<file path="src/hdl/uart_fc_pkg.sv">
// Shared constants and state types for the UART FIFO trigger and flow control block.
// Assumes one system clock; all pin inputs arrive synchronous to it.
package uart_fc_pkg;
  localparam int FIFO_DEPTH = 64;
  localparam int LVL_W = 7;
  localparam int CHAR_W = 8;
  localparam int ERR_W = 3;
  localparam int DIV_W = 16;
  localparam int OVS_W = 4;
  localparam logic [OVS_W-1:0] OVS_LAST = 4'hF;
  localparam logic [OVS_W-1:0] OVS_MID = 4'h7;
  localparam logic [2:0] BIT_LAST = 3'h7;
  localparam int ERR_FRM = 0;
  localparam int ERR_BRK = 1;
  localparam int ERR_OVR = 2;
  localparam int EFR_AUTO_RTS = 6;
  localparam int EFR_AUTO_CTS = 7;
  localparam int FCR_RX_LSB = 6;
  localparam int FCR_TX_LSB = 4;
  localparam int NIB_LO = 0;
  localparam int NIB_HI = 4;
  localparam int NIB_UNIT_SH = 2;
  localparam logic [LVL_W-1:0] LVL_ONE = 7'h01;
  localparam logic [LVL_W-1:0] LVL_ZERO = 7'h00;
  localparam logic [LVL_W-1:0] RX_SEL_0 = 7'h08;
  localparam logic [LVL_W-1:0] RX_SEL_1 = 7'h10;
  localparam logic [LVL_W-1:0] RX_SEL_2 = 7'h38;
  localparam logic [LVL_W-1:0] RX_SEL_3 = 7'h3C;
  localparam logic [LVL_W-1:0] TX_SEL_0 = 7'h08;
  localparam logic [LVL_W-1:0] TX_SEL_1 = 7'h10;
  localparam logic [LVL_W-1:0] TX_SEL_2 = 7'h20;
  localparam logic [LVL_W-1:0] TX_SEL_3 = 7'h38;
  localparam logic LINE_IDLE = 1'b1;
  localparam logic RTS_OFF = 1'b1;
  typedef enum logic [1:0] {TX_IDLE, TX_START, TX_DATA, TX_STOP} tx_state_e;
  typedef enum logic [1:0] {RX_IDLE, RX_START, RX_DATA, RX_STOP} rx_state_e;
endpackage : uart_fc_pkg

</file>
<file path="src/hdl/uart_fc_fifo.sv">
// Flip-flop FIFO with valid/ready on both sides and an occupancy count.
// Assumes DEPTH is a power of two so the pointers wrap naturally.
`timescale 1ns/10ps
`default_nettype none
module uart_fc_fifo #(
  parameter int W = 8,
  parameter int DEPTH = 4
) (
  input wire logic clk_i,
  input wire logic rst_i,
  input wire logic in_valid_i,
  output logic in_ready_o,
  input wire logic [W-1:0] in_data_i,
  output logic out_valid_o,
  input wire logic out_ready_i,
  output logic [W-1:0] out_data_o,
  output logic [$clog2(DEPTH):0] level_o
);
  localparam int AW = $clog2(DEPTH);
  typedef struct packed {
    logic [DEPTH-1:0][W-1:0] mem;
    logic [AW-1:0] rd;
    logic [AW-1:0] wr;
    logic [AW:0] cnt;
  } fifo_s;
  fifo_s st_reg;
  fifo_s st_next;
  logic push;
  logic pop;

  assign push = in_valid_i && (st_reg.cnt != (AW+1)'(DEPTH));
  assign pop = out_ready_i && (st_reg.cnt != '0);

  always_comb begin
    st_next = st_reg;
    if (push) begin
      st_next.mem[st_reg.wr] = in_data_i;
      st_next.wr = st_reg.wr + 1'b1;
    end
    if (pop) begin
      st_next.rd = st_reg.rd + 1'b1;
    end
    st_next.cnt = st_reg.cnt + (AW+1)'(push) - (AW+1)'(pop);
  end

  always_ff @(posedge clk_i or posedge rst_i) begin
    if (rst_i) begin
      st_reg <= '0;
    end else begin
      st_reg <= st_next;
    end
  end

  assign in_ready_o = st_reg.cnt != (AW+1)'(DEPTH);
  assign out_valid_o = st_reg.cnt != '0;
  assign out_data_o = st_reg.mem[st_reg.rd];
  assign level_o = st_reg.cnt;
endmodule : uart_fc_fifo
`default_nettype wire

</file>
<file path="src/hdl/uart_fc_baud.sv">
// Baud generator: one-cycle tick every divisor clocks, sixteen ticks per bit.
// Assumes the divisor is static while characters are moving.
`timescale 1ns/10ps
`default_nettype none
module uart_fc_baud (
  input wire logic clk_sys_i,
  input wire logic rst_i,
  input wire logic [uart_fc_pkg::DIV_W-1:0] divisor_i,
  output logic tick_o
);
  import uart_fc_pkg::*;
  typedef struct packed {
    logic [DIV_W-1:0] cnt;
    logic tick;
  } baud_s;
  baud_s st_reg;
  baud_s st_next;

  // A zero divisor is outside the usable range, so the generator stops.
  always_comb begin
    st_next = st_reg;
    st_next.tick = 1'b0;
    if (divisor_i == '0) begin
      st_next.cnt = '0;
    end else if (st_reg.cnt >= divisor_i - 1'b1) begin
      st_next.cnt = '0;
      st_next.tick = 1'b1;
    end else begin
      st_next.cnt = st_reg.cnt + 1'b1;
    end
  end

  always_ff @(posedge clk_sys_i or posedge rst_i) begin
    if (rst_i) begin
      st_reg <= '0;
    end else begin
      st_reg <= st_next;
    end
  end

  assign tick_o = st_reg.tick;
endmodule : uart_fc_baud
`default_nettype wire

</file>
<file path="src/hdl/uart_fc_top.sv">
// UART channel with FIFO trigger levels, auto RTS/CTS flow control and host strap decode.
// Assumes inputs synchronous to clk_sys_i; characters are 8 data bits, no parity, one stop.
`timescale 1ns/10ps
`default_nettype none
module uart_fc_top (
  input wire logic clk_sys_i,
  input wire logic rst_i,
  input wire logic host_sel_i,
  input wire logic addr_sel_hi_or_serial_in_i,
  input wire logic addr_sel_lo_or_chip_select_n_i,
  output logic i2c_mode_o,
  output logic [1:0] i2c_addr_sel_o,
  output logic spi_cs_active_o,
  output logic spi_data_in_o,
  input wire logic fifo_en_i,
  input wire logic [7:0] fifo_control_reg_i,
  input wire logic [7:0] trigger_level_reg_i,
  input wire logic [7:0] transmission_control_reg_i,
  input wire logic [7:0] enhanced_features_reg_i,
  input wire logic [uart_fc_pkg::DIV_W-1:0] divisor_i,
  input wire logic [uart_fc_pkg::CHAR_W-1:0] tx_data_i,
  input wire logic tx_valid_i,
  output logic tx_ready_o,
  output logic [uart_fc_pkg::CHAR_W-1:0] rx_data_o,
  output logic [uart_fc_pkg::ERR_W-1:0] rx_err_o,
  output logic rx_valid_o,
  input wire logic rx_ready_i,
  output logic [uart_fc_pkg::LVL_W-1:0] rx_level_o,
  output logic [uart_fc_pkg::LVL_W-1:0] tx_level_o,
  output logic rx_trig_o,
  output logic tx_trig_o,
  output logic cts_change_o,
  output logic [7:0] status_o,
  input wire logic rxd_i,
  output logic txd_o,
  input wire logic cts_n_i,
  output logic rts_n_o
);
  import uart_fc_pkg::*;

  typedef struct packed {
    tx_state_e tx_st;
    rx_state_e rx_st;
    logic [OVS_W-1:0] tx_cnt;
    logic [OVS_W-1:0] rx_cnt;
    logic [2:0] tx_bit;
    logic [2:0] rx_bit;
    logic [CHAR_W-1:0] tx_sh;
    logic [CHAR_W-1:0] rx_sh;
    logic txd;
    logic rts_n;
    logic cts_prev;
    logic cts_change;
    logic ovr_pend;
    logic strap_done;
    logic i2c_mode;
    logic [1:0] i2c_addr;
    logic spi_cs;
    logic spi_din;
    logic rx_trig;
    logic tx_trig;
    logic [7:0] status;
  } top_s;
  top_s st_reg;
  top_s st_next;

  logic tick;
  logic tx_pop;
  logic tx_avail;
  logic [CHAR_W-1:0] tx_head;
  logic rx_push;
  logic rx_room;
  logic [CHAR_W+ERR_W-1:0] rx_word;
  logic [LVL_W-1:0] rx_lvl;
  logic [LVL_W-1:0] tx_lvl;
  logic auto_rts;
  logic auto_cts;
  logic [LVL_W-1:0] halt_lvl;
  logic [LVL_W-1:0] resume_lvl;
  logic [LVL_W-1:0] rx_trig_lvl;
  logic [LVL_W-1:0] tx_trig_lvl;
  logic tx_go;

  function automatic logic [LVL_W-1:0] rx_sel(input logic [1:0] idx);
    case (idx)
      2'h0: rx_sel = RX_SEL_0;
      2'h1: rx_sel = RX_SEL_1;
      2'h2: rx_sel = RX_SEL_2;
      default: rx_sel = RX_SEL_3;
    endcase
  endfunction : rx_sel

  function automatic logic [LVL_W-1:0] tx_sel(input logic [1:0] idx);
    case (idx)
      2'h0: tx_sel = TX_SEL_0;
      2'h1: tx_sel = TX_SEL_1;
      2'h2: tx_sel = TX_SEL_2;
      default: tx_sel = TX_SEL_3;
    endcase
  endfunction : tx_sel

  function automatic logic [LVL_W-1:0] nib_lvl(input logic [3:0] nib);
    nib_lvl = LVL_W'({nib, NIB_UNIT_SH'(0)});
  endfunction : nib_lvl

  uart_fc_baud u_baud (
    .clk_sys_i(clk_sys_i),
    .rst_i(rst_i),
    .divisor_i(divisor_i),
    .tick_o(tick)
  );

  // Both FIFOs are 64 deep; the receive side stores the three error bits with each byte.
  uart_fc_fifo #(.W(CHAR_W), .DEPTH(FIFO_DEPTH)) u_tx_fifo (
    .clk_i(clk_sys_i),
    .rst_i(rst_i),
    .in_valid_i(tx_valid_i),
    .in_ready_o(tx_ready_o),
    .in_data_i(tx_data_i),
    .out_valid_o(tx_avail),
    .out_ready_i(tx_pop),
    .out_data_o(tx_head),
    .level_o(tx_lvl)
  );

  uart_fc_fifo #(.W(CHAR_W+ERR_W), .DEPTH(FIFO_DEPTH)) u_rx_fifo (
    .clk_i(clk_sys_i),
    .rst_i(rst_i),
    .in_valid_i(rx_push),
    .in_ready_o(rx_room),
    .in_data_i(rx_word),
    .out_valid_o(rx_valid_o),
    .out_ready_i(rx_ready_i),
    .out_data_o({rx_err_o, rx_data_o}),
    .level_o(rx_lvl)
  );

  assign auto_rts = enhanced_features_reg_i[EFR_AUTO_RTS];
  assign auto_cts = enhanced_features_reg_i[EFR_AUTO_CTS];

  always_comb begin
    if (transmission_control_reg_i == '0) begin
      halt_lvl = rx_sel(fifo_control_reg_i[FCR_RX_LSB +: 2]);
      resume_lvl = (fifo_control_reg_i[FCR_RX_LSB +: 2] == 2'h0) ? LVL_ZERO
                   : rx_sel(fifo_control_reg_i[FCR_RX_LSB +: 2] - 2'h1);
    end else begin
      halt_lvl = nib_lvl(transmission_control_reg_i[NIB_LO +: 4]);
      resume_lvl = nib_lvl(transmission_control_reg_i[NIB_HI +: 4]);
    end
    if (!fifo_en_i) begin
      rx_trig_lvl = LVL_ONE;
      tx_trig_lvl = LVL_ONE;
    end else if (trigger_level_reg_i == '0) begin
      rx_trig_lvl = rx_sel(fifo_control_reg_i[FCR_RX_LSB +: 2]);
      tx_trig_lvl = tx_sel(fifo_control_reg_i[FCR_TX_LSB +: 2]);
    end else begin
      rx_trig_lvl = nib_lvl(trigger_level_reg_i[NIB_HI +: 4]);
      tx_trig_lvl = nib_lvl(trigger_level_reg_i[NIB_LO +: 4]);
    end
  end

  // CTS is looked at only between characters; a drop mid-character lets it finish.
  assign tx_go = tx_avail && (!auto_cts || !cts_n_i);
  assign tx_pop = (st_reg.tx_st == TX_IDLE) && tx_go;
  // The receiver never checks RTS, so a character already in flight is still stored.
  assign rx_push = (st_reg.rx_st == RX_STOP) && tick && (st_reg.rx_cnt == OVS_LAST);
  assign rx_word = {st_reg.ovr_pend, (st_reg.rx_sh == '0) && !rxd_i, !rxd_i, st_reg.rx_sh};

  always_comb begin
    st_next = st_reg;
    // Strap is caught once after reset release, then the shared pins are decoded.
    if (!st_reg.strap_done) begin
      st_next.strap_done = 1'b1;
      st_next.i2c_mode = host_sel_i;
    end else if (st_reg.i2c_mode) begin
      st_next.i2c_addr = {addr_sel_hi_or_serial_in_i, addr_sel_lo_or_chip_select_n_i};
      st_next.spi_cs = 1'b0;
      st_next.spi_din = 1'b0;
    end else begin
      st_next.i2c_addr = 2'h0;
      st_next.spi_cs = !addr_sel_lo_or_chip_select_n_i;
      st_next.spi_din = addr_sel_hi_or_serial_in_i;
    end
    case (st_reg.tx_st)
      TX_IDLE: begin
        st_next.txd = LINE_IDLE;
        if (tx_pop) begin
          st_next.tx_st = TX_START;
          st_next.tx_sh = tx_head;
          st_next.tx_cnt = '0;
          st_next.txd = 1'b0;
        end
      end
      TX_START, TX_DATA, TX_STOP: begin
        if (tick) begin
          st_next.tx_cnt = st_reg.tx_cnt + 1'b1;
          if (st_reg.tx_cnt == OVS_LAST) begin
            if (st_reg.tx_st == TX_START) begin
              st_next.tx_st = TX_DATA;
              st_next.tx_bit = '0;
              st_next.txd = st_reg.tx_sh[0];
            end else if (st_reg.tx_st == TX_DATA && st_reg.tx_bit != BIT_LAST) begin
              st_next.tx_bit = st_reg.tx_bit + 1'b1;
              st_next.tx_sh = {1'b0, st_reg.tx_sh[CHAR_W-1:1]};
              st_next.txd = st_reg.tx_sh[1];
            end else if (st_reg.tx_st == TX_DATA) begin
              st_next.tx_st = TX_STOP;
              st_next.txd = LINE_IDLE;
            end else begin
              st_next.tx_st = TX_IDLE;
            end
          end
        end
      end
      default: st_next.tx_st = TX_IDLE;
    endcase
    case (st_reg.rx_st)
      RX_IDLE: begin
        if (!rxd_i) begin
          st_next.rx_st = RX_START;
          st_next.rx_cnt = '0;
        end
      end
      RX_START: begin
        if (tick) begin
          st_next.rx_cnt = st_reg.rx_cnt + 1'b1;
          if (st_reg.rx_cnt == OVS_MID) begin
            st_next.rx_st = rxd_i ? RX_IDLE : RX_DATA;
            st_next.rx_cnt = '0;
            st_next.rx_bit = '0;
          end
        end
      end
      RX_DATA: begin
        if (tick) begin
          st_next.rx_cnt = st_reg.rx_cnt + 1'b1;
          if (st_reg.rx_cnt == OVS_LAST) begin
            st_next.rx_sh = {rxd_i, st_reg.rx_sh[CHAR_W-1:1]};
            st_next.rx_bit = st_reg.rx_bit + 1'b1;
            if (st_reg.rx_bit == BIT_LAST) begin
              st_next.rx_st = RX_STOP;
            end
          end
        end
      end
      RX_STOP: begin
        if (tick) begin
          st_next.rx_cnt = st_reg.rx_cnt + 1'b1;
          if (rx_push) begin
            st_next.rx_st = RX_IDLE;
          end
        end
      end
      default: st_next.rx_st = RX_IDLE;
    endcase
    // A lost character marks the next stored one; a new loss in the same cycle wins.
    if (rx_push) begin
      st_next.ovr_pend = !rx_room;
    end
    if (!auto_rts) begin
      st_next.rts_n = RTS_OFF;
    end else if (!st_reg.rts_n && rx_lvl >= halt_lvl) begin
      st_next.rts_n = RTS_OFF;
    end else if (st_reg.rts_n && rx_lvl <= resume_lvl && rx_lvl < halt_lvl) begin
      st_next.rts_n = 1'b0;
    end
    st_next.cts_prev = cts_n_i;
    st_next.cts_change = !auto_cts && (cts_n_i != st_reg.cts_prev);
    st_next.rx_trig = rx_lvl >= rx_trig_lvl;
    st_next.tx_trig = (LVL_W'(FIFO_DEPTH) - tx_lvl) >= tx_trig_lvl;
    // Status is a registered snapshot, so reading it never touches the data paths.
    st_next.status = {st_reg.tx_st == TX_IDLE && !tx_avail, !tx_avail, !rx_room,
                      !st_reg.rts_n, !cts_n_i, st_reg.ovr_pend, st_reg.rx_st != RX_IDLE, rx_valid_o};
  end

  always_ff @(posedge clk_sys_i or posedge rst_i) begin
    if (rst_i) begin
      st_reg <= '0;
      st_reg.tx_st <= TX_IDLE;
      st_reg.rx_st <= RX_IDLE;
      st_reg.txd <= LINE_IDLE;
      st_reg.rts_n <= RTS_OFF;
      st_reg.cts_prev <= RTS_OFF;
    end else begin
      st_reg <= st_next;
    end
  end

  assign i2c_mode_o = st_reg.i2c_mode;
  assign i2c_addr_sel_o = st_reg.i2c_addr;
  assign spi_cs_active_o = st_reg.spi_cs;
  assign spi_data_in_o = st_reg.spi_din;
  assign txd_o = st_reg.txd;
  assign rts_n_o = st_reg.rts_n;
  assign cts_change_o = st_reg.cts_change;
  assign rx_trig_o = st_reg.rx_trig;
  assign tx_trig_o = st_reg.tx_trig;
  assign status_o = st_reg.status;
  assign rx_level_o = rx_lvl;
  assign tx_level_o = tx_lvl;

  a_rts_halt: assert property (@(posedge clk_sys_i) disable iff (rst_i)
    auto_rts && !rts_n_o && rx_lvl >= halt_lvl |=> rts_n_o)
    else $error("RTS not dropped at halt level");
  a_rts_resume: assert property (@(posedge clk_sys_i) disable iff (rst_i)
    auto_rts && rts_n_o && rx_lvl <= resume_lvl && rx_lvl < halt_lvl |=> !rts_n_o)
    else $error("RTS not restored at resume level");
  a_cts_hold: assert property (@(posedge clk_sys_i) disable iff (rst_i)
    auto_cts && cts_n_i && st_reg.tx_st == TX_IDLE |=> txd_o && st_reg.tx_st == TX_IDLE)
    else $error("Character started while CTS deasserted");
  a_tx_start: assert property (@(posedge clk_sys_i) disable iff (rst_i)
    !auto_cts && tx_avail && st_reg.tx_st == TX_IDLE |=> !txd_o ##1 !txd_o)
    else $error("Queued character not started");
  a_cts_quiet: assert property (@(posedge clk_sys_i) disable iff (rst_i)
    auto_cts |=> !cts_change_o)
    else $error("CTS event raised under auto CTS");
  a_cts_event: assert property (@(posedge clk_sys_i) disable iff (rst_i)
    !auto_cts && $changed(cts_n_i) |=> cts_change_o)
    else $error("CTS change not reported");
  a_trig_single: assert property (@(posedge clk_sys_i) disable iff (rst_i)
    !fifo_en_i && rx_lvl != LVL_ZERO |=> rx_trig_o)
    else $error("Disabled FIFO trigger is not one character");
  a_strap_mode: assert property (@(posedge clk_sys_i) disable iff (rst_i)
    st_reg.strap_done && !i2c_mode_o && !addr_sel_lo_or_chip_select_n_i |=> spi_cs_active_o && i2c_addr_sel_o == 2'h0)
    else $error("SPI select decode wrong");
endmodule : uart_fc_top
`default_nettype wire

</file>
<file path="config.mk">
export PLATFORM = sky130hd
export DESIGN_NAME = uart_fc_top
export DESIGN_NICKNAME = d
export VERILOG_FILES = /design/src/hdl/uart_fc_pkg.sv /design/src/hdl/uart_fc_fifo.sv /design/src/hdl/uart_fc_baud.sv /design/src/hdl/uart_fc_top.sv
export SDC_FILE = /design/constraint.sdc
export NUM_CORES = 2
export LEC_CHECK = 0
export CAP_MARGIN = 15
export CORE_MARGIN = 2
export CORE_UTILIZATION = 32
export CTS_CLUSTER_SIZE = 30
export DETAILED_ROUTE_END_ITERATION = 8
export DONT_BUFFER_PORTS = 1
export GPL_ROUTABILITY_DRIVEN = 1
export PLACE_DENSITY_LB_ADDON = 0.15
export SYNTH_ARGS = -nofsm -noshare
export SYNTH_HDL_FRONTEND = slang
export SYNTH_SLANG_ARGS = --single-unit
</file>
<file path="constraint.sdc">
create_clock -name clk_sys_i -period 80.7 [get_ports clk_sys_i]
set_clock_uncertainty 0.2 [all_clocks]
set_input_delay 4.035 -clock clk_sys_i [delete_from_list [all_inputs] [get_ports clk_sys_i]]
set_output_delay 4.035 -clock clk_sys_i [all_outputs]
set_load 0.005 [all_outputs]
</file>
* Word level (Yosys, flattened, before mapping)
Cells that the tools add are included.
Widths: inputs -> output; s select.
** Word-level totals
- Bits in registers :: 1326
- Bits in latches :: 0
- RAM bits :: 0
- Memory bits (read-only) :: 0
- Input bits :: 66
- Output and inout port bits :: 45
- Logic and storage cells :: 345
- Memories :: 0
** Operators by class
- $add $sub $neg :: 16
- Multiply operators :: 0
- Div/mod/pow operators :: 0
- Magnitude comparators :: 12
- Equality and inequality tests :: 37
- Shift-type cells :: 0
- Muxes and demuxes :: 73
- Bitwise operators :: 0
- Reductions and logical operators :: 50
** Operators by type and width (count)
- $bwmux 704 :: 1
- $bwmux 512 :: 1
- $bmux 11 s6 :: 1
- $demux 11 s6 :: 1
- $mux 8 :: 7
- $pmux 6 s3 :: 3
- $mux 7 :: 7
- $bmux 8 s6 :: 1
- $demux 8 s6 :: 1
- $mux 16 :: 2
- $mux 2 :: 15
- $lt 6x7->1 const B :: 4
- $mux 4 :: 7
- $add 6x1->6 const B :: 4
- $logic_not 8->1 :: 3
- $mux 11 :: 2
- $ge 7x7->1 :: 3
- $mux 3 :: 6
- $logic_and 1x1->1 :: 17
- $add 16x1->16 const B :: 1
- $ge 16x16->1 :: 1
- $logic_not 16->1 :: 1
- $pmux 8 s2 :: 1
- $sub 16x1->16 const B :: 1
- 40 further kinds :: 97

* Depth between registers and ports, before layout
- Depth in word-level cells :: 11
- Mapped depth :: 17
- Gate-level depth less buffers :: 16

* By module
A second synthesis with hierarchy kept.
** Unflattened totals
- Cells, all modules :: 4343
- Area total of the unflattened synthesis :: 62547.5 sq um
** By module, submodules not included
- uart_fc_fifo at u_rx_fifo :: instances 1, cells an instance 2233, area each 33231.9 sq um, seq. area each 18092.4 sq um
- uart_fc_fifo at u_tx_fifo :: instances 1, cells an instance 1623, area each 24523.5 sq um, seq. area each 13287.7 sq um
- uart_fc_top :: instances 1, cells an instance 331, area each 3320.7 sq um, seq. area each 1380.1 sq um
- uart_fc_baud :: instances 1, cells an instance 156, area each 1471.4 sq um, seq. area each 425.4 sq um

* Worst setup path before layout
OpenSTA, ideal clock, no wires.
- Kind :: input to register
- From :: input port divisor_i[5] (netlist bit)
- To :: register u_baud.st_reg[10] (netlist bit)
- Library setup time :: 0.078 ns
- Arrival :: 6.711 ns
- Required time :: 80.422 ns
- Path slack :: 73.711 ns
- Stages :: 12
- Buffers on the path :: 1
- Path through :: nor4_1 nand2_1 or4_1 nor3_1 xnor2_1 ha_1 a21o_1 a21o_1 a21oi_1 o2111ai_1 clkbuf_1 a21oi_1
** RTL lines
- start, declared :: line uart_fc_top.sv:20 : input wire logic [uart_fc_pkg::DIV_W-1:0] divisor_i,
- end signal, assigned :: line uart_fc_baud.sv:37 : st_reg <= st_next;
- end, declared :: line uart_fc_baud.sv:16 : baud_s st_reg;

* Worst setup path after layout
- From :: register u_rx_fifo.st_reg[13] (netlist bit)
- To :: output port rx_data_o[5] (netlist bit)
** Between the ends
- Cells in the longest elaborated chain, start to end :: 2
** RTL lines
- start, declared :: line uart_fc_fifo.sv:26 : fifo_s st_reg;
- start signal, assigned :: line uart_fc_fifo.sv:50 : st_reg <= st_next;
- $bmux 11 s6 :: line uart_fc_fifo.sv:56 : assign out_data_o = st_reg.mem[st_reg.rd];
- $mux 11 (implied by the code) :: line uart_fc_fifo.sv:56
- end, declared :: line uart_fc_top.sv:24 : output logic [uart_fc_pkg::CHAR_W-1:0] rx_data_o,
Every way passes these cells. The select of a mux whose other input is x is not followed.

==> flow_summary.json <==
{
  "status": "completed",
  "met2_usage_pct": 25.6,
  "ctsHoldBuffers": 0,
  "hold_class": "reg2reg",
  "clk_latency_ns": 0.83,
  "tns_ns": 0,
  "final_area_um2": 69200,
  "finalNonFillerCells": 6815,
  "syn_nets": 4466,
  "wl_per_cell_um": 24.0,
  "dieWidth_um": 444,
  "async_flop_share_pct": 100,
  "cts_made_buffers": 159,
  "p_per_area_nw_per_um2": 26.7,
  "max_freq_ghz": 0.111,
  "min_period_ns": 9.00,
  "first_global_vias": 36644,
  "track_usage_pct": 16.7,
  "required_ns": 76.47,
  "ir_drop_v": 0.0000261,
  "critPathCaptureType": "output port",
  "placed_area_um2": 64100,
  "h-tree-depth": 4,
  "yosys.area.top_type": "dfrtp_1",
  "vias": 35237,
  "hold_viol": 0,
  "maxCapViolations": 0,
  "rows": 161,
  "largest_reg_flops": 716,
  "synth.area.top_cells": "dfrtp_1 (53%), mux2_2 (20%), mux4_2 (12%), nand2_1 (1.8%), ha_1 (1.5%)",
  "drtIter0Drc": 2205,
  "synth-edff-count": 0,
  "overflow": 0,
  "worst_pin_slew_ns": 1.11,
  "antenna_left": 0,
  "cts_resized": 0,
  "synthCells": 4322,
  "synth_top_family_by_area": "multiplexers",
  "relSlewSlack_pct": 25.9,
  "crit_fanout": 90,
  "setup_violations": 0,
  "viasPerCell": 5.17,
  "io_buffers": 0,
  "yosysWarningCount": 0,
  "yosys.area_share.simple_pct": 4.30,
  "place_worst_setup_slack_ns": 72.11,
  "synth_area_um2": 61900,
  "cts_tree": "built",
  "cp.arrival_ns": 4.77,
  "leakage_nw": 31.8,
  "grt_max_degree": 163,
  "worstSetupPathType": "reg2out",
  "grt_pass1_wl_um": 249000,
  "synth_seq_area_share_pct": 53.6,
  "start_util_pct": 32.2,
  "synth.avg_cell_area_um2": 14.3,
  "die-area_um2": 197000,
  "yosysUniqueCellTypes": 67,
  "post-route-period-util_pct": 11.2,
  "globalRouteMet1Util_pct": 24.2,
  "core_um2": 192000,
  "cts_sinks": 1326,
  "first_pass_iters": 5,
  "synthAdderAreaFrac_pct": 1.60,
  "gp_congestion": 0.759,
  "top_usage_layer": "met2",
  "maxSlewViolCount": 0,
  "fin_ws_ns": 71.70,
  "area_delta_synth_final_pct": 11.8,
  "synth-xor-area-share_pct": 0.905,
  "drive_gt1_share_pct": 41.8,
  "hpwl_um": 97400,
  "wirelength_um": 164000,
  "synth_top_area_share_pct": 53.5,
  "use_met3_pct": 3.11,
  "io_pins": 111,
  "synth_compound_area_share_pct": 3.56,
  "num-nets-final": 4309,
  "dieHeight_um": 444,
  "grt_setup_unrepaired": "no",
  "ys_ff_latch": 1326,
  "synth-main-ff-cell": "dfrtp_1",
  "drc": 0,
  "post_cts_buffers": 0,
  "cts_root_buffer": "clkbuf_16",
  "dp.cells": 6530,
  "synthMuxAreaShare_pct": 33.1,
  "clk_pin_slew_ns": 0.06,
  "antenna_found_initial": 8,
  "cp-start-kind": "flip-flop",
  "clockBufferDepth": 3
}
[power breakdown]
group	total, mW	switching (mW)	internal (mW)	leakage (nW)
sequential	0.804	0.0590	0.745	17.5
clock	0.711	0.294	0.417	2.54
combinational	0.331	0.167	0.164	11.8
[routing by layer]
layer	wire length [um]	up-vias
li1	-	15547
met1	78700	18904
met2	74400	561
met3	6670	223
met4	3810	2
met5	13	-
[placed cells by master (no fill, tap or decap), types with 13 or more instances in the layout]
| master | Yosys | final |
|---|---|---|
| nand2b_1 | 13 | 13 |
| mux2_2 | 1117 | 1117 |
| nand3_1 | 26 | 24 |
| buf_4 | 35 | 52 |
| clkbuf_8 | 0 | 35 |
| xor2_1 | 19 | 19 |
| nand2_1 | 304 | 304 |
| clkinv_2 | 0 | 26 |
| mux4_2 | 319 | 319 |
| dfrtp_1 | 1323 | 1306 |
| xnor2_1 | 45 | 45 |
| o21ai_0 | 163 | 163 |
| mux2i_1 | 74 | 74 |
| o221ai_1 | 13 | 13 |
| nor3_1 | 19 | 19 |
| inv_1 | 49 | 48 |
| a21oi_1 | 69 | 69 |
| nand4_1 | 20 | 20 |
| clkbuf_1 | 242 | 37 |
| clkbuf_16 | 0 | 162 |
| nor2b_1 | 18 | 14 |
| nor2_1 | 72 | 71 |
| ha_1 | 76 | 76 |
| a22oi_1 | 27 | 27 |
[cells by family after synthesis]
kind of cell / Yosys count
multiplexers: 1510
flip-flops: 1326
AND/OR/NAND/NOR: 555
buffers and inverters: 424
AO/OA/AOI/OAI: 364
adder cells (fa/ha/maj): 78
XOR/XNOR: 64
other: 1
[synth_stat cells (35+ instances only)]
master and instances:
ha_1 76, buf_2 64, nand2_1 304, dfrtp_1 1323, a21oi_1 69, mux2_2 1117
xnor2_1 45, clkbuf_1 242, o21ai_0 163, nor2_1 72, mux2i_1 74, mux4_2 319
buf_4 35, inv_1 49
[critical path: stages (launching register included)]
cell	delay [ns]
dfrtp_4	0.66
buf_4	0.66
buf_12	0.69
mux4_2	0.65
mux4_2	0.50
mux2_2	0.32
nand2_1	0.08
o21ai_0	0.27
[through the flow]
stage                     hold slack, ns  utilization, %  power [mW]
final                              0.274            36.0        1.85
after global routing               0.289            36.0        1.94
after CTS                          0.278            36.0        1.88
after detailed placement           0.266            33.3        1.15
after global placement             0.258            33.3        1.15
after floorplan                    0.170               -        1.07
[worst paths after layout]
check	to	slack [ns]	from	cells past startpoint
max	rx_data_o[5]	71.70	u_rx_fifo.st_reg[13]	7
min	u_rx_fifo.st_reg[401]	0.27	u_rx_fifo.st_reg[401]	2
max reg2reg	u_tx_fifo.st_reg[318]	75.64	u_tx_fifo.level_o[1]	9
min reg2reg	u_rx_fifo.st_reg[401]	0.27	u_rx_fifo.st_reg[401]	2
max in group asynchronous	u_rx_fifo.st_reg[629]	73.24	rst_i	5
min in group asynchronous	u_tx_fifo.level_o[1]	3.01	rst_i	1
[cell type report]
class,count,area (um^2)
fillers,18463,123000
flip-flops and latches,1326,33200
multi-input cells,2572,27000
clock buffers,234,4670
well taps,2526,3160
repair buffers,57,490
clock inverters,47,475
inverters,49,191
diodes,4,10.0
No activity file was read; power rests on OpenSTA's default activity.
